## config.mk

```make
export PLATFORM = sky130hd
export DESIGN_NAME = timer_compare_pulse_pwm
export DESIGN_NICKNAME = d
export VERILOG_FILES = /design/src/rtl/timer_compare_pulse_pwm.v
export VERILOG_INCLUDE_DIRS = /design/src /design/src/inc
export SDC_FILE = /design/constraint.sdc
export NUM_CORES = 1
export LEC_CHECK = 0
export ABC_AREA = 1
export BUFFER_PORTS_ARGS = -buffer_cell sky130_fd_sc_hd__buf_4
export CORE_MARGIN = 2
export CORE_UTILIZATION = 40
export CTS_CLUSTER_SIZE = 30
export DETAILED_ROUTE_END_ITERATION = 7
export MAX_ROUTING_LAYER = met4
export SYNTH_ARGS = -nofsm -noshare
export SYNTH_HDL_FRONTEND = slang
export SYNTH_SLANG_ARGS = --single-unit
```

## constraint.sdc

```tcl
create_clock -name REF_CLK_I -period 1.8 [get_ports REF_CLK_I]
set_clock_uncertainty 0.15 [all_clocks]
set_input_delay 0.09 -clock REF_CLK_I [delete_from_list [all_inputs] [get_ports REF_CLK_I]]
set_output_delay 0.09 -clock REF_CLK_I [all_outputs]
set_load 0.02 [all_outputs]
```

## src/inc/timer_cmp_consts.vh

```
// Constants of the timer compare, one-pulse and PWM block.
// Assumes a 20 MHz reference clock and an Avalon-MM slave with byte addresses.
`ifndef TIMER_CMP_CONSTS_VH
`define TIMER_CMP_CONSTS_VH

// ----------------------------------------------------------------
// Register byte addresses
// ----------------------------------------------------------------
`define TC_ADDR_CTRL_ONE 6'h00
`define TC_ADDR_CTRL_TWO 6'h04
`define TC_ADDR_STATUS 6'h08
`define TC_ADDR_CAP1_HI 6'h0C
`define TC_ADDR_CAP1_LO 6'h10
`define TC_ADDR_CMP1_HI 6'h14
`define TC_ADDR_CMP1_LO 6'h18
`define TC_ADDR_CMP2_HI 6'h1C
`define TC_ADDR_CMP2_LO 6'h20
`define TC_ADDR_CAP2_HI 6'h24
`define TC_ADDR_CAP2_LO 6'h28
`define TC_ADDR_CNT_HI 6'h2C
`define TC_ADDR_CNT_LO 6'h30

// ----------------------------------------------------------------
// Field positions
// ----------------------------------------------------------------
`define TC_C1_CAP_IRQ_EN 7
`define TC_C1_CMP_IRQ_EN 6
`define TC_C1_OVF_IRQ_EN 5
`define TC_C1_FORCE_TWO 4
`define TC_C1_PULSE_LEVEL 2
`define TC_C1_CAP_ONE_EDGE 1
`define TC_C1_AFTER_LEVEL 0
`define TC_C2_PIN_ONE_EN 7
`define TC_C2_PIN_TWO_EN 6
`define TC_C2_SINGLE_SHOT 5
`define TC_C2_PWM 4
`define TC_C2_CLK_SEL_HI 3
`define TC_C2_CLK_SEL_LO 2
`define TC_C2_CAP_TWO_EDGE 1
`define TC_C2_EXT_EDGE 0
`define TC_C1_FORCE_ONE 3
`define TC_SR_CAP_ONE 7
`define TC_SR_CMP_ONE 6
`define TC_SR_OVF 5
`define TC_SR_CAP_TWO 4
`define TC_SR_CMP_TWO 3

// ----------------------------------------------------------------
// Clock select codes, reset values, reload values
// ----------------------------------------------------------------
`define TC_CC_DIV4 2'h0
`define TC_CC_DIV2 2'h1
`define TC_CC_DIV8 2'h2
`define TC_CC_EXT 2'h3
`define TC_CTRL_RST 8'h00
`define TC_CMP_RST 16'h8000
`define TC_CMP_HI_RST 8'h80
`define TC_CAP_RST 16'h0000
`define TC_CNT_RELOAD 16'hFFFC
`define TC_CAP_TRIG_VAL 16'hFFFD
`define TC_CNT_MAX 16'hFFFF
`define TC_CNT_ONE 16'h0001
`define TC_PRESC_ONE 3'h1

`endif

```

## src/rtl/timer_compare_pulse_pwm.v

```verilog
// 16-bit free-running timer: output compare, forced levels, one-pulse and PWM.
// Assumes an Avalon-MM master on REF_CLK_I; pins arrive unsynchronised.
//
// Design decisions made here: the Avalon-MM register port and the register offsets.
`include "timer_cmp_consts.vh"
`default_nettype none

module timer_compare_pulse_pwm (
  input wire REF_CLK_I,
  input wire RESETN_I,
  input wire [5:0] AVS_ADDRESS_I,
  input wire AVS_READ_I,
  input wire AVS_WRITE_I,
  input wire [31:0] AVS_WRITEDATA_I,
  input wire [3:0] AVS_BYTEENABLE_I,
  output reg [31:0] AVS_READDATA_O,
  output reg AVS_WAITREQUEST_O,
  input wire EXT_CLK_I,
  input wire CAPTURE_PIN_ONE_I,
  input wire CAPTURE_PIN_TWO_I,
  output reg COMPARE_OUTPUT_PIN_ONE_O,
  output reg COMPARE_OUTPUT_PIN_ONE_SEL_O,
  output reg COMPARE_OUTPUT_PIN_TWO_O,
  output reg COMPARE_OUTPUT_PIN_TWO_SEL_O,
  output reg TIMER_IRQ_O
);

  // ----------------------------------------------------------------
  // State
  // ----------------------------------------------------------------
  reg [7:0] ctrl_one;
  reg [7:0] ctrl_two;
  reg [15:0] cnt;
  reg [2:0] presc;
  reg [15:0] compare_value_one;
  reg [15:0] compare_value_two;
  reg [15:0] cmp_active_one;
  reg [15:0] cmp_active_two;
  reg [7:0] cmp_hi_one;
  reg [7:0] cmp_hi_two;
  reg cmp_inh_one, cmp_inh_two;
  reg [15:0] capture_value_one;
  reg [15:0] capture_value_two;
  reg cap_inh_one, cap_inh_two;
  reg capture_flag_one, capture_flag_two;
  reg compare_match_flag_one, compare_match_flag_two;
  reg ovf_flag;
  reg arm_cap_one, arm_cap_two, arm_cmp_one, arm_cmp_two, arm_ovf;
  reg ext_s1, ext_s2, ext_s3;
  reg cp1_s1, cp1_s2, cp1_s3;
  reg cp2_s1, cp2_s2, cp2_s3;
  reg [7:0] rd_mux;

  // ----------------------------------------------------------------
  // Decoded modes and events
  // ----------------------------------------------------------------
  wire mode_pwm = ctrl_two[`TC_C2_PWM];
  wire mode_opm = ctrl_two[`TC_C2_SINGLE_SHOT] & ~mode_pwm;
  wire mode_norm = ~ctrl_two[`TC_C2_SINGLE_SHOT] & ~mode_pwm;
  wire [1:0] timer_clock_select = ctrl_two[`TC_C2_CLK_SEL_HI:`TC_C2_CLK_SEL_LO];
  wire pulse_level = ctrl_one[`TC_C1_PULSE_LEVEL];
  wire after_pulse_level = ctrl_one[`TC_C1_AFTER_LEVEL];
  // Edges use stages two and three only, never the first flop
  wire ext_rise = ext_s2 & ~ext_s3;
  wire ext_fall = ~ext_s2 & ext_s3;
  wire ext_edge = ctrl_two[`TC_C2_EXT_EDGE] ? ext_rise : ext_fall;
  wire cap1_edge = ctrl_one[`TC_C1_CAP_ONE_EDGE] ? (cp1_s2 & ~cp1_s3) : (~cp1_s2 & cp1_s3);
  wire cap2_edge = ctrl_two[`TC_C2_CAP_TWO_EDGE] ? (cp2_s2 & ~cp2_s3) : (~cp2_s2 & cp2_s3);
  // Prescaler taps of a free-running 3-bit count
  reg tick;
  always @* begin
    case (timer_clock_select)
      `TC_CC_DIV2: tick = presc[0];
      `TC_CC_DIV4: tick = &presc[1:0];
      `TC_CC_DIV8: tick = &presc;
      default: tick = ext_edge;
    endcase
  end
  // Matches hold for the whole time the counter sits on the value
  wire eq_one = (cnt == cmp_active_one);
  wire eq_two = (cnt == cmp_active_two);
  wire trig_one = mode_opm & cap1_edge;
  wire period_end = mode_pwm & eq_two & tick;
  // Bus request decode
  wire req = AVS_READ_I | AVS_WRITE_I;
  wire acc = req & ~AVS_WAITREQUEST_O;
  wire wr_acc = acc & AVS_WRITE_I & AVS_BYTEENABLE_I[0];
  wire rd_acc = acc & AVS_READ_I;
  wire [7:0] wdata = AVS_WRITEDATA_I[7:0];
  wire wr_cmp1_hi = wr_acc & (AVS_ADDRESS_I == `TC_ADDR_CMP1_HI);
  wire wr_cmp1_lo = wr_acc & (AVS_ADDRESS_I == `TC_ADDR_CMP1_LO);
  wire wr_cmp2_hi = wr_acc & (AVS_ADDRESS_I == `TC_ADDR_CMP2_HI);
  wire wr_cmp2_lo = wr_acc & (AVS_ADDRESS_I == `TC_ADDR_CMP2_LO);
  wire acc_cmp1_lo = acc & (AVS_ADDRESS_I == `TC_ADDR_CMP1_LO);
  wire acc_cmp2_lo = acc & (AVS_ADDRESS_I == `TC_ADDR_CMP2_LO);
  wire acc_cap1_lo = acc & (AVS_ADDRESS_I == `TC_ADDR_CAP1_LO);
  wire acc_cap2_lo = acc & (AVS_ADDRESS_I == `TC_ADDR_CAP2_LO);
  wire acc_cnt_lo = acc & (AVS_ADDRESS_I == `TC_ADDR_CNT_LO);
  wire rd_cap1_hi = rd_acc & (AVS_ADDRESS_I == `TC_ADDR_CAP1_HI);
  wire rd_cap2_hi = rd_acc & (AVS_ADDRESS_I == `TC_ADDR_CAP2_HI);
  wire rd_status = rd_acc & (AVS_ADDRESS_I == `TC_ADDR_STATUS);
  // Flag set terms; hardware never sets compare flags in PWM
  wire set_cmp_one = mode_norm & eq_one & ~cmp_inh_one;
  wire set_cmp_two = ~mode_pwm & eq_two & ~cmp_inh_two;
  wire set_cap_one = (mode_norm & cap1_edge & ~cap_inh_one) | trig_one | period_end;
  wire set_cap_two = cap2_edge & ~cap_inh_two;
  wire cnt_wrap = tick & (cnt == `TC_CNT_MAX) & ~trig_one & ~period_end;
  // Clear terms: armed by a status read, fired by the low-byte access
  wire clr_cap_one = arm_cap_one & acc_cap1_lo;
  wire clr_cap_two = arm_cap_two & acc_cap2_lo;
  wire clr_cmp_one = arm_cmp_one & acc_cmp1_lo;
  wire clr_cmp_two = arm_cmp_two & acc_cmp2_lo;
  wire clr_ovf = arm_ovf & acc_cnt_lo;

  wire [7:0] status_byte = {capture_flag_one, compare_match_flag_one, ovf_flag,
                            capture_flag_two, compare_match_flag_two, 3'h0};

  // ----------------------------------------------------------------
  // Pin synchronisers and prescaler
  // ----------------------------------------------------------------
  always @(posedge REF_CLK_I) begin
    if (!RESETN_I) begin
      ext_s1 <= 1'b0;
      ext_s2 <= 1'b0;
      ext_s3 <= 1'b0;
      cp1_s1 <= 1'b0;
      cp1_s2 <= 1'b0;
      cp1_s3 <= 1'b0;
      cp2_s1 <= 1'b0;
      cp2_s2 <= 1'b0;
      cp2_s3 <= 1'b0;
      presc <= 3'h0;
    end else begin
      ext_s1 <= EXT_CLK_I;
      ext_s2 <= ext_s1;
      ext_s3 <= ext_s2;
      cp1_s1 <= CAPTURE_PIN_ONE_I;
      cp1_s2 <= cp1_s1;
      cp1_s3 <= cp1_s2;
      cp2_s1 <= CAPTURE_PIN_TWO_I;
      cp2_s2 <= cp2_s1;
      cp2_s3 <= cp2_s2;
      presc <= presc + `TC_PRESC_ONE;
    end
  end

  // ----------------------------------------------------------------
  // Free-running counter
  // ----------------------------------------------------------------
  // Reload beats the tick so a trigger landing on a tick is never lost
  always @(posedge REF_CLK_I) begin
    if (!RESETN_I) begin
      cnt <= `TC_CNT_RELOAD;
    end else if (trig_one | period_end) begin
      cnt <= `TC_CNT_RELOAD;
    end else if (tick) begin
      cnt <= cnt + `TC_CNT_ONE;
    end
  end

  // ----------------------------------------------------------------
  // Register bus slave
  // ----------------------------------------------------------------
  // Read mux; reserved bits and unmapped addresses read zero
  always @* begin
    case (AVS_ADDRESS_I)
      `TC_ADDR_CTRL_ONE: rd_mux = ctrl_one;
      `TC_ADDR_CTRL_TWO: rd_mux = ctrl_two;
      `TC_ADDR_STATUS: rd_mux = status_byte;
      `TC_ADDR_CAP1_HI: rd_mux = capture_value_one[15:8];
      `TC_ADDR_CAP1_LO: rd_mux = capture_value_one[7:0];
      `TC_ADDR_CMP1_HI: rd_mux = compare_value_one[15:8];
      `TC_ADDR_CMP1_LO: rd_mux = compare_value_one[7:0];
      `TC_ADDR_CMP2_HI: rd_mux = compare_value_two[15:8];
      `TC_ADDR_CMP2_LO: rd_mux = compare_value_two[7:0];
      `TC_ADDR_CAP2_HI: rd_mux = capture_value_two[15:8];
      `TC_ADDR_CAP2_LO: rd_mux = capture_value_two[7:0];
      `TC_ADDR_CNT_HI: rd_mux = cnt[15:8];
      `TC_ADDR_CNT_LO: rd_mux = cnt[7:0];
      default: rd_mux = 8'h00;
    endcase
  end

  // One wait state: data is snapshotted, then the request is taken
  always @(posedge REF_CLK_I) begin
    if (!RESETN_I) begin
      AVS_WAITREQUEST_O <= 1'b1;
      AVS_READDATA_O <= 32'h0000_0000;
    end else if (req & AVS_WAITREQUEST_O) begin
      AVS_WAITREQUEST_O <= 1'b0;
      AVS_READDATA_O <= AVS_READ_I ? {24'h00_0000, rd_mux} : 32'h0000_0000;
    end else begin
      AVS_WAITREQUEST_O <= 1'b1;
    end
  end

  // Control registers
  always @(posedge REF_CLK_I) begin
    if (!RESETN_I) begin
      ctrl_one <= `TC_CTRL_RST;
      ctrl_two <= `TC_CTRL_RST;
    end else if (wr_acc) begin
      if (AVS_ADDRESS_I == `TC_ADDR_CTRL_ONE) begin
        ctrl_one <= wdata;
      end
      if (AVS_ADDRESS_I == `TC_ADDR_CTRL_TWO) begin
        ctrl_two <= wdata;
      end
    end
  end

  // ----------------------------------------------------------------
  // Compare registers and their buffered copies
  // ----------------------------------------------------------------
  // The word commits only with its low byte, so a half-written value never compares
  always @(posedge REF_CLK_I) begin
    if (!RESETN_I) begin
      compare_value_one <= `TC_CMP_RST;
      compare_value_two <= `TC_CMP_RST;
      cmp_hi_one <= `TC_CMP_HI_RST;
      cmp_hi_two <= `TC_CMP_HI_RST;
      cmp_inh_one <= 1'b0;
      cmp_inh_two <= 1'b0;
    end else begin
      if (wr_cmp1_hi) begin
        cmp_hi_one <= wdata;
        cmp_inh_one <= 1'b1;
      end
      if (wr_cmp1_lo) begin
        compare_value_one <= {cmp_hi_one, wdata};
        cmp_inh_one <= 1'b0;
      end
      if (wr_cmp2_hi) begin
        cmp_hi_two <= wdata;
        cmp_inh_two <= 1'b1;
      end
      if (wr_cmp2_lo) begin
        compare_value_two <= {cmp_hi_two, wdata};
        cmp_inh_two <= 1'b0;
      end
    end
  end

  // Active copies follow at once, except in PWM where they wait for the period end
  always @(posedge REF_CLK_I) begin
    if (!RESETN_I) begin
      cmp_active_one <= `TC_CMP_RST;
      cmp_active_two <= `TC_CMP_RST;
    end else if (~mode_pwm | period_end) begin
      cmp_active_one <= compare_value_one;
      cmp_active_two <= compare_value_two;
    end
  end

  // ----------------------------------------------------------------
  // Capture registers
  // ----------------------------------------------------------------
  // Reading the high byte freezes the pair until the low byte is read, except that a one-pulse trigger still loads capture one
  always @(posedge REF_CLK_I) begin
    if (!RESETN_I) begin
      capture_value_one <= `TC_CAP_RST;
      capture_value_two <= `TC_CAP_RST;
      cap_inh_one <= 1'b0;
      cap_inh_two <= 1'b0;
    end else begin
      if (trig_one) begin
        capture_value_one <= `TC_CAP_TRIG_VAL;
      end else if (mode_norm & cap1_edge & ~cap_inh_one) begin
        capture_value_one <= cnt;
      end
      if (set_cap_two) begin
        capture_value_two <= cnt;
      end
      if (rd_cap1_hi) begin
        cap_inh_one <= 1'b1;
      end else if (acc_cap1_lo & AVS_READ_I) begin
        cap_inh_one <= 1'b0;
      end
      if (rd_cap2_hi) begin
        cap_inh_two <= 1'b1;
      end else if (acc_cap2_lo & AVS_READ_I) begin
        cap_inh_two <= 1'b0;
      end
    end
  end

  // ----------------------------------------------------------------
  // Status flags
  // ----------------------------------------------------------------
  // Set wins over clear so an event in the clearing cycle survives
  always @(posedge REF_CLK_I) begin
    if (!RESETN_I) begin
      capture_flag_one <= 1'b0;
      capture_flag_two <= 1'b0;
      compare_match_flag_one <= 1'b0;
      compare_match_flag_two <= 1'b0;
      ovf_flag <= 1'b0;
    end else begin
      capture_flag_one <= set_cap_one | (capture_flag_one & ~clr_cap_one);
      capture_flag_two <= set_cap_two | (capture_flag_two & ~clr_cap_two);
      compare_match_flag_one <= set_cmp_one | (compare_match_flag_one & ~clr_cmp_one);
      compare_match_flag_two <= set_cmp_two | (compare_match_flag_two & ~clr_cmp_two);
      ovf_flag <= cnt_wrap | (ovf_flag & ~clr_ovf);
    end
  end

  // Arm bits take the flags as the status read actually returned them
  always @(posedge REF_CLK_I) begin
    if (!RESETN_I) begin
      arm_cap_one <= 1'b0;
      arm_cap_two <= 1'b0;
      arm_cmp_one <= 1'b0;
      arm_cmp_two <= 1'b0;
      arm_ovf <= 1'b0;
    end else if (rd_status) begin
      arm_cap_one <= AVS_READDATA_O[`TC_SR_CAP_ONE];
      arm_cap_two <= AVS_READDATA_O[`TC_SR_CAP_TWO];
      arm_cmp_one <= AVS_READDATA_O[`TC_SR_CMP_ONE];
      arm_cmp_two <= AVS_READDATA_O[`TC_SR_CMP_TWO];
      arm_ovf <= AVS_READDATA_O[`TC_SR_OVF];
    end else begin
      if (acc_cap1_lo) begin
        arm_cap_one <= 1'b0;
      end
      if (acc_cap2_lo) begin
        arm_cap_two <= 1'b0;
      end
      if (acc_cmp1_lo) begin
        arm_cmp_one <= 1'b0;
      end
      if (acc_cmp2_lo) begin
        arm_cmp_two <= 1'b0;
      end
      if (acc_cnt_lo) begin
        arm_ovf <= 1'b0;
      end
    end
  end

  // ----------------------------------------------------------------
  // Compare output pins
  // ----------------------------------------------------------------
  // The pin latch only moves while its pin enable routes it out
  always @(posedge REF_CLK_I) begin
    if (!RESETN_I) begin
      COMPARE_OUTPUT_PIN_ONE_O <= 1'b0;
      COMPARE_OUTPUT_PIN_TWO_O <= 1'b0;
    end else begin
      if (ctrl_two[`TC_C2_PIN_ONE_EN]) begin
        if (mode_pwm) begin
          if (eq_two) begin
            COMPARE_OUTPUT_PIN_ONE_O <= pulse_level;
          end else if (eq_one) begin
            COMPARE_OUTPUT_PIN_ONE_O <= after_pulse_level;
          end
        end else if (mode_opm) begin
          if (trig_one) begin
            COMPARE_OUTPUT_PIN_ONE_O <= pulse_level;
          end else if (eq_one) begin
            COMPARE_OUTPUT_PIN_ONE_O <= after_pulse_level;
          end
        end else if (ctrl_one[`TC_C1_FORCE_ONE]) begin
          COMPARE_OUTPUT_PIN_ONE_O <= after_pulse_level;
        end else if (eq_one & ~cmp_inh_one) begin
          COMPARE_OUTPUT_PIN_ONE_O <= after_pulse_level;
        end
      end
      // Channel two drives no waveform outside ordinary compare
      if (ctrl_two[`TC_C2_PIN_TWO_EN] & mode_norm) begin
        if (ctrl_one[`TC_C1_FORCE_TWO]) begin
          COMPARE_OUTPUT_PIN_TWO_O <= pulse_level;
        end else if (eq_two & ~cmp_inh_two) begin
          COMPARE_OUTPUT_PIN_TWO_O <= pulse_level;
        end
      end
    end
  end

  // Pin routing and interrupt request, registered
  always @(posedge REF_CLK_I) begin
    if (!RESETN_I) begin
      COMPARE_OUTPUT_PIN_ONE_SEL_O <= 1'b0;
      COMPARE_OUTPUT_PIN_TWO_SEL_O <= 1'b0;
      TIMER_IRQ_O <= 1'b0;
    end else begin
      COMPARE_OUTPUT_PIN_ONE_SEL_O <= ctrl_two[`TC_C2_PIN_ONE_EN];
      COMPARE_OUTPUT_PIN_TWO_SEL_O <= ctrl_two[`TC_C2_PIN_TWO_EN] & mode_norm;
      TIMER_IRQ_O <= (ctrl_one[`TC_C1_CAP_IRQ_EN] & (capture_flag_one | capture_flag_two))
                   | (ctrl_one[`TC_C1_CMP_IRQ_EN] & (compare_match_flag_one | compare_match_flag_two))
                   | (ctrl_one[`TC_C1_OVF_IRQ_EN] & ovf_flag);
    end
  end

endmodule // timer_compare_pulse_pwm
`default_nettype wire

```

==> results.md, run 1 <==
* Worst Path Arrival at about 2.2 ns
* # DRC at 0
* Synth area leaders: dfxtp_1 (42%), nand2_1 (13%), nor2_1 (6.9%)
* Maxcap violations at 0
* Worst-Skew Late Latency at around 0.45 ns
* Critical path buffer and inverter count at 3
* CP Launch Type: register
* Fmax at 0.512 GHz
* CTS H-tree lvls at 4
* Final Cell Area at around 0.011 mm²
* Drt initial violations at 626
* Worst-path clk slew at 0.08 ns
* Asr flop ratio synth at 0%
* Antenna-violating nets left at 0
* Setup crit start: presc[0]
* Core Region at 0.0212 mm²
* Synthesized flop and latch total at ~180
* Yosys top cell area share at roughly 42%
* Clock buffer count from CTS at 17
* Crit Path Category: reg2reg
* Vias at ~8500
* Vias per cell at 5.07
* N_diodes at 0
* Routed wire length at 28400 µm
* EDFF count, synth at 0
* Initial antenna violation count at 0
* RSZ-0062 raised after global routing: true
* Power Density at around 740 mW/mm²
* CP peak stage delay at 0.34 ns
* Worst hold path type: in2reg
* Critical path peak fanout at 8
* Mean post-synth cell area at between 6 and 7 µm²
* Status: complete, but fails checks
* Critical path depth at 12
* Worst Max-Slew Pin Slew at 0.754 ns
* Avg WL per Cell at 16.9 µm
* Syn Inst Count at approximately 1200
* Area after DPL at ~0.01 mm²
* Synth cell types at 39
* TritonCTS clock tree: done
* Worst-path cell chain: ha_4, ha_4, inv_2, a21oi_2, o21ai_1, nand2_1, nand2_4, inv_8, nand2_8, clkbuf_16, nand3_1, a21oi_2
* Die width at 152 µm
* Tot GR Track Use at between 20% and 30%
* CP endpoint kind: register
* Final Max Slew Viols at 0
* Port bufs at 35
* Failing checks: setup timing
* Die Ht at between 150 and 200 µm
* Count of final setup violators at between 40 and 50
* R2R cell count at 12
* Max transition margin at 49.5%
* Final hold vios at 0
* CTS Sinks at around 180
* Synth-to-Final Area Change at 30.2%
* Min cycle time layout at 1.95 ns
* Top Ports at 87
* CP top delay family: simple AND/OR/NAND/NOR gates
* Largest net degree at the start of global routing at between 40 and 50
* Fin crit share at 109%
* Post-DP HPWL at about 21000 µm
* Worst VDD drop at around 0.65 mV
* Global route overflow at 0
* Die area at approximately 0.023 mm²
* Pre-CTS setup slack at -0.161 ns
* Seq/Total Area, Yosys at between 40% and 50%
* Post-layout net count at approximately 1400
* Routability cong. at about 0.95
* Req. time, crit path at ~2.0 ns
* Final setup margin at -0.154 ns
* Top FF cell, synth: dfxtp_1
* Worst r2r dst: cmp_active_two[4]
* Drt pass-1 iters at 5
* R2R Setup Slk at -0.15 ns
* Reg2reg start: presc[0]
* Cell taking the most area after synthesis: dfxtp_1
* Synthesized area at between 0.008 and 0.009 mm²
* Static Leak at approximately 4.8 nW
* CP max stage cell: dfxtp_2
* Site Rows at 53
* Synth Warn # at 0
* Total power at between 0.008 and 0.009 W
* Vias in the first global route at 7615
* First-pass GRT wire length at around 43000 µm
* Critical path capture point: cmp_active_two[4]
* Initial core utilization at between 40% and 50%
* Share of post-route cells with drive strength above 1 at a little over a quarter
* CTS max path bufs at 2
* Root Driver: clkbuf_16
placed cells by master (no fill, tap or decap), drive strengths merged:
master       count
nand2          323
dfxtp          184
nor2           174
buf            157
inv            132
o21ai          120
a21oi          108
nand3           75
conb            24
clkbuf          21
nand4           18
dlygate4sd3     18
xor2            13
nor3             9
clkinv           9
o211ai           5
a211oi           3
ha               3
clkinvlp         2
nand3b           2
a221oi           2
o22ai            1
a22oi            1
or2              1
a21o             1
o21bai           1
nor4             1
worst reg2reg max path: stages, from the launching register on:
cell and delay [ns]:
dfxtp_2 0.34, ha_4 0.16, ha_4 0.15, inv_2 0.04, a21oi_2 0.04, o21ai_1 0.06
nand2_1 0.10, nand2_4 0.15, inv_8 0.06, nand2_8 0.15, clkbuf_16 0.19, nand3_1 0.12
a21oi_2 0.16
area by class of cell:
type | instances | area [µm²]
Multi-Input combinational cell | 885 | 4540
Clock buffer | 18 | 429
Tap cell | 275 | 344
Clock inverter | 14 | 156
Sequential cell | 184 | 3730
Timing Repair inverter | 1 | 7.51
Inverter | 128 | 499
Timing Repair Buffer | 178 | 1620
Fill cell | 2032 | 9890
repair_timing:
| item | 4_1_cts | 5_1_grt |
|---|---|---|
| gates cloned | 4 | 4 |
| pin swaps | 10 | 24 |
| endpoints found under the hold margin | 67 | 0 |
| setup endpoints to repair | 56 | 98 |
| setup buffers | 2 | 1 |
| resized for setup | 52 | 76 |
| hold buffers | 18 | 0 |
worst min path at each step:
| stage | startpoint | to | slack [ns] | cells past startpoint |
|---|---|---|---|---|
| after floorplan | CAPTURE_PIN_ONE_I | cp1_s1 | 0.04 | 2 |
| after global placement | CAPTURE_PIN_TWO_I | cp2_s1 | 0.13 | 3 |
| after detailed placement | EXT_CLK_I | ext_s1 | 0.13 | 3 |
| after CTS | AVS_ADDRESS_I[4] | AVS_READDATA_O[7] | 0.1 | 6 |
| after global routing | AVS_ADDRESS_I[0] | cap_inh_one | 0.15 | 7 |
| final | AVS_ADDRESS_I[4] | AVS_READDATA_O[0] | 0.10 | 6 |
layer usage:
layer / global-route usage, % / share of wire (%) / wire length [µm]
met1: 36.1 / 47 / 13300
met2: 37.2 / 45 / 12700
met3: 4.97 / 6.3 / 1790
met4: 7.87 / 2.1 / 587
met5: - / 0 / 0
state kept, by name, indices dropped and copies added (netlist names), 3 cells and up:
name               cells
capture_value_one     16
capture_value_two     16
cmp_active_one        16
cmp_active_two        16
cnt                   16
compare_value_one     16
compare_value_two     16
AVS_READDATA_O         8
cmp_hi_one             8
cmp_hi_two             8
ctrl_one               8
ctrl_two               8
presc                  3
power breakdown:
| group | switching, W | total (W) | internal [W] | leakage [nW] |
|---|---|---|---|---|
| logic | 0.000352 | 0.000562 | 0.000210 | 2.99 |
| registers | 0.0000366 | 0.00415 | 0.00411 | 1.49 |
| clock network | 0.00187 | 0.00372 | 0.00186 | 0.285 |
per-stage QoR:
stage / instances / util (%) / hold slack (ns) / setup TNS [ns]
detailed placement: 1623 / 47.1 / 0.127 / -3.75
finish: 1683 / 53.4 / 0.100 / -3.81
floorplan: 1270 / - / 0.0376 / 0
global route: 1683 / 53.4 / 0.145 / -9.24
global placement: 1623 / 47.1 / 0.126 / -2.55
CTS: 1679 / 51.7 / 0.0978 / -2.18
Yosys cell counts (all sizes together) (2+ instances only):
library cell / count
dfxtp: 184
a221oi: 2
nand3: 75
a211oi: 3
inv: 125
nor2: 174
xor2: 13
o21ai: 120
ha: 3
clkinv: 3
nand3b: 2
nor3: 9
o211ai: 5
nand4: 18
buf: 44
clkbuf: 30
nand2: 322
a21oi: 108
cells by family after synthesis:
logic type,after synthesis,share of synthesized area (%)
other,1,0.0431
adders and majority gates,3,0.431
AOI/OAI and AO/OA,242,15.6
and+or+nand+nor,602,29.8
buffers and inverters,202,10.5
DFF,184,42.3
xor gates and xnor gates,13,1.31
No activity file was read; power rests on OpenSTA's default activity.
==> inputs of run 2 (changes only) <==
Settings changed: REMOVE_ABC_BUFFERS set to 1, SETUP_SLACK_MARGIN set to 0.3.
==> run 2 against run 1 <==
Compared with the run above: the run still ends with setup timing left; sequential share of layout area grew 0.055 points; fmax grew 2.1%; combinational power grew 5.7%; final cell count grew 0.24%; core utilization shrank 0.053 points; global-route usage shrank 0.074 points; worst setup slack gained 0.040 ns; total power shrank 0.45%; flip-flop and latch count is the same; first-iteration DRC count grew 4.6%; critical endpoint is now cnt[14]; largest power group unchanged.
==> results.md, run 2 (synthesis gave the netlist of run 1 again) <==
* Status: complete, but fails checks
* Failing checks: setup timing
* Drt initial violations at 655
* CP Launch Type: register
* Top Ports at between 80 and 90
* Routed wire length at between 20000 and 30000 µm
* # DRC at 0
* Routability cong. at between 0.9 and 1
* Tot GR Track Use at around a quarter
* Fin crit share at 106%
* Reg2reg start: presc[1]
* Die area at about 0.023 mm²
* Final hold vios at 0
* Worst-Skew Late Latency at between 0.4 and 0.5 ns
* CTS max path bufs at 2
* Met1 GRT Util at roughly a third
* Setup crit start: presc[1]
* Worst r2r dst: cnt[14]
* Vias at 8558
* Commonest non-fill, non-tap cell in the layout: nand2_1
* Final Max Slew Viols at 0
* Sequential cell area at roughly 0.0037 mm²
* Share of post-route cells with drive strength above 1 at 27.6%
* R2R cell count at 14
* N_diodes at 0
* CP peak stage delay at roughly 0.35 ns
* Maxcap violations at 0
* CTS H-tree lvls at 4
* Critical path capture point: cnt[14]
* Worst VDD drop at roughly 0.75 mV
* Req. time, crit path at between 1.5 and 2 ns
* Initial core utilization at between 40% and 50%
* Min cycle time layout at about 1.9 ns
* Antenna-violating nets left at 0
* Fillcell total at 2085
* Gr busiest metal: met2
* Fmax at between 0.5 and 0.6 GHz
* Post-DP HPWL at around 20000 µm
* Global route overflow at 0
* M2 GR Usage at a little under two fifths
* Crit Path Category: reg2reg
* Area occupied by multi-input gates at between 0.004 and 0.005 mm²
* CP endpoint kind: register
* Pre-CTS setup slack at -0.238 ns
* Site Rows at 53
* Static Leak at 4.81 nW
* Count of final setup violators at between 40 and 50
* Worst-path cell chain: ha_4, ha_4, inv_2, a21oi_2, o21ai_1, nand2_1, nand2_2, buf_6, nor2_4, nand2_2, nor2_2, inv_1, o21ai_1, nand3_1
* CP max stage cell: dfxtp_2
* First-pass GRT wire length at roughly 43000 µm
* Routing usage on met3 at ~5.2%
* R2R Setup Slk at -0.11 ns
* Synth-to-Final Area Change at 30.0%
* Avg WL per Cell at between 15 and 20 µm
* Fin Hold WS at roughly 0.053 ns
* Worst hold path type: in2reg
* Drt pass-1 iters at 5
* Most frequent cells in the layout: nand2_1 (275), dfxtp_1 (161), nor2_1 (149), buf_4 (137), inv_1 (97)
* Clock buffer count from CTS at 17
* Largest net degree at the start of global routing at 40
* RSZ-0062 raised after global routing: true
* CTS Sinks at approximately 180
* Vias per cell at slightly above 5
* Die Ht at roughly 150 µm
* Final setup margin at -0.113 ns
* TritonCTS clock tree: done
* Critical path peak fanout at 4
* Post-layout net count at 1452
* Port bufs at 35
* Initial antenna violation count at 0
* Worst Path Arrival at slightly above 2 ns
* Root Driver: clkbuf_16
* Die width at between 150 and 200 µm
* Worst-path clk slew at approximately 0.070 ns
* Vias in the first global route at around 7600
* Power Density at ~740 mW/mm²
* Core Region at 0.0212 mm²
==> run 2: cell types whose count changed in the layout (fill, tap and decap cells not counted), moves of 8 or more <==
| cell | change |
|---|---|
| o21ai_0 | -23 |
| nand3_1 | +13 |
| o21ai_1 | +12 |
| nand3_2 | -10 |
| o21ai_2 | +10 |
| inv_2 | +8 |
==> run 2: cell type report <==
cell class,instances,share of cell area [%]
Timing Repair Buffer,182,14.3
Multi-Input combinational cell,887,40.3
Clock buffer,19,4.00
Sequential cell,184,33.0
Clock inverter,12,0.972
Tap cell,275,3.04
Inverter,128,4.38
==> run 2: critical path, delay by kind of cell (launching register included) <==
family	cells	cell delay, ns
buffers and inverters	3	0.24
AND/OR/NAND/NOR	6	0.51
adder cells (fa/ha/maj)	2	0.27
AO/OA/AOI/OAI	3	0.28
flip-flops	1	0.35
==> run 2: power by group <==
| part | internal [W] | leakage, nW | switching [W] | total (W) |
|---|---|---|---|---|
| clock network | 0.00189 | 0.282 | 0.00177 | 0.00366 |
| registers | 0.00411 | 1.49 | 0.0000392 | 0.00415 |
| logic | 0.000232 | 3.03 | 0.000362 | 0.000594 |
| total | 0.00623 | 4.81 | 0.00217 | 0.00840 |
==> run 2: metal layers <==
| metal | wire [µm] | up-vias |
|---|---|---|
| met5 | 0 | - |
| met4 | 868 | 0 |
| met3 | 1710 | 44 |
| met2 | 12500 | 239 |
| met1 | 13200 | 4009 |
| li1 | - | 4266 |
==> run 2: timing repair <==
action / in CTS / in global routing
gates resized for setup: 103 / 80
pin swaps: 18 / 25
cloned: 5 / 1
hold buffers: 15 / 0
endpoints found under the setup margin: 118 / 135
endpoints found under the hold margin: 69 / 0
setup buffers: 11 / 6
==> run 2: stage by stage <==
step | utilization [%] | instances | total power [W] | cell area (µm²) | setup TNS [ns]
3_3_place_gp | 46.5 | 1618 | 0.00474 | 9870 | -7.39
4_1_cts | 51.9 | 1680 | 0.00839 | 11000 | -2.28
6_report | 53.4 | 1687 | 0.00840 | 11300 | -3.28
3_5_place_dp | 46.5 | 1618 | 0.00474 | 9870 | -7.88
2_1_floorplan | - | 1196 | 0.00448 | 8360 | -33.75
5_1_grt | 53.4 | 1687 | 0.00865 | 11300 | -9.73
==> run 2: worst min-delay path by stage <==
stage | end | slack (ns) | startpoint | depth (start not counted)
floorplan | AVS_WAITREQUEST_O | 0.009 | RESETN_I | 1
global route | compare_value_two[15] | 0.07 | AVS_BYTEENABLE_I[0] | 6
CTS | ctrl_one[1] | 0.10 | AVS_BYTEENABLE_I[0] | 6
finish | compare_value_two[15] | 0.05 | AVS_BYTEENABLE_I[0] | 6
detailed placement | cp1_s1 | 0.13 | CAPTURE_PIN_ONE_I | 3
global placement | cp1_s1 | 0.13 | CAPTURE_PIN_ONE_I | 3
==> inputs of run 3 (changes only) <==
Clock period 1.8 ns to 2.23 ns, I/O delays scaled along.
==> run 3 against run 2 <==
Compared with the run above: the flow now finishes without violations; hold slack better by 0.078 ns; first-iteration DRC count is 2.1% higher; total power is 18% lower; die area stayed put; via count is 2.0% lower; design area is 6.3% lower; critical path depth is 3 lower; sequential power is 19% lower; combinational power is 29% lower; routed wire length is 4.4% lower; global-route usage is 1.1 points lower; critical path type unchanged.
==> results.md, run 3 (synthesis gave the netlist of run 1 again) <==
* Worst r2r dst: cnt[7]
* Min cycle time layout at roughly 2.0 ns
* Critical path peak fanout at 5
* CP peak stage delay at around 0.33 ns
* Global route overflow at 0
* Hold EP: AVS_READDATA_O[3]
* Fin Hold WS at about 0.13 ns
* Fin crit share at between 80% and 90%
* RSZ-0062 raised after global routing: true
* Status: completed
* Worst hold start: AVS_ADDRESS_I[4]
* CP endpoint kind: register
* Port bufs at 35
* Static Leak at roughly 4.5 nW
* Synth-to-Final Area Change at 21.9%
* Vias in the first global route at approximately 7300
* Top Ports at 87
* Most frequent cells in the layout: nand2_1 (288), dfxtp_1 (168), nor2_1 (153), o21ai_0 (116), inv_1 (106)
* Worst Path Arrival at 2.14 ns
* CP Launch Type: register
* Total power at ~0.0069 W
* CTS Sinks at about 180
* First-pass GRT wire length at around 41000 µm
* Initial antenna violation count at 0
* Count of final setup violators at 0
* Worst-Skew Late Latency at ~0.44 ns
* Commonest non-fill, non-tap cell in the layout: nand2_1
* Final Max Slew Viols at 0
* Root Driver: clkbuf_16
* Vias per cell at a little over 5
* R2R cell count at 11
* Worst-path clk slew at 0.07 ns
* R2R Setup Slk at roughly 0.25 ns
* Largest net degree at the start of global routing at 59
* Worst Max-Slew Pin Slew at 0.509 ns
* Fmax at between 0.5 and 0.6 GHz
* Die area at ~0.023 mm²
* Setup crit start: presc[1]
* Area after DPL at roughly 0.0095 mm²
* CTS H-tree lvls at 4
* Core Region at 0.0212 mm²
* Routed wire length at 27000 µm
* Drt initial violations at roughly 670
* Final hold vios at 0
* Clock buffer count from CTS at 17
* Hold Crit Depth at 6
* Antenna-violating nets left at 0
* Worst VDD drop at between 0.6 and 0.7 mV
* Die width at between 150 and 200 µm
* Tot GR Track Use at around a quarter
* Fillcell total at 2142
* Post-layout net count at approximately 1400
* Share of post-route cells with drive strength above 1 at around a fifth
* Worst-path cell chain: ha_4, buf_4, buf_4, o21ai_1, nand2_1, nand2_4, inv_4, a21oi_4, buf_6, buf_6, nand3_1
* Max transition margin at between 60% and 70%
* TritonCTS clock tree: done
* Worst hold path type: in2reg
* Vias at between 8000 and 9000
* Layout Cells excl Fill at 1633
* Power Density at about 650 mW/mm²
* Post-DP HPWL at between 15000 and 20000 µm
* CTS max path bufs at 2
* N_diodes at 0
* Final Cell Area at 0.0106 mm²
* Drt pass-1 iters at 6
* Inst Count DP at between 1500 and 2000
* CP max stage cell: dfxtp_2
* Initial core utilization at between 40% and 50%
* # DRC at 0
* Maxcap violations at 0
* Reg2reg start: presc[1]
* Site Rows at 53
* Routability cong. at about 0.96
* Req. time, crit path at roughly 2.4 ns
* Crit Path Category: reg2reg
* Avg WL per Cell at around 17 µm
* Die Ht at ~150 µm
run 3: per-layer routing:
layer / share of wire, % / wire (µm) / global-route usage, %
met5: 0 / 0 / -
met4: 3.0 / 807 / 7.41
met3: 6.3 / 1690 / 4.40
met2: 45 / 12100 / 37.5
met1: 46 / 12400 / 33.2
run 3: worst max-delay path by stage:
stage | end | slack [ns] | depth (start not counted)
floorplan | cnt[2] | -0.39 | 6
global placement | ovf_flag | 0.05 | 14
detailed placement | cnt[2] | 0.05 | 12
CTS | ovf_flag | 0.24 | 14
global route | ovf_flag | 0.15 | 14
finish | cnt[7] | 0.25 | 11
run 3: final cells by class:
| class | instances | area (µm²) | share of cell area, % |
|---|---|---|---|
| tap | 275 | 344 | 3.24 |
| clock inverter | 12 | 130 | 1.23 |
| multi-input combinational | 888 | 4370 | 41.1 |
| timing repair inverter | 1 | 7.51 | 0.0707 |
| inverter | 128 | 492 | 4.63 |
| clock buffer | 20 | 467 | 4.40 |
| timing repair buffer | 125 | 1090 | 10.3 |
| sequential | 184 | 3720 | 35.0 |
run 3: what timing repair did:
item | 4_1_cts | 5_1_grt
buffers inserted | 3 | 7
pin swaps | 7 | 23
hold endpoints to repair | 69 | 0
resized for setup | 28 | 40
endpoints found under the setup margin | 51 | 69
hold buffers | 14 | 0
gates cloned | 1 | 7
run 3: report_power, final:
group	switching [W]	internal (W)
Sequential	0.0000301	0.00332
Clock	0.00143	0.00167
Combinational	0.000271	0.000151
run 3: critical path, delay by kind of cell, from the launching register on:
kind / cells / cell delay (ns)
DFF: 1 / 0.33
buffers and inverters: 5 / 0.57
AOI/OAI and AO/OA: 2 / 0.33
adders and majority gates: 1 / 0.16
and+or+nand+nor: 3 / 0.29
run 3: stage by stage:
stage	setup TNS, ns	utilization (%)	setup slack [ns]
2_1_floorplan	-5.27	-	-0.391
3_3_place_gp	0	44.7	0.0547
3_5_place_dp	0	44.7	0.0541
4_1_cts	0	48.8	0.238
5_1_grt	0	50.0	0.150
6_report	0	50.0	0.254
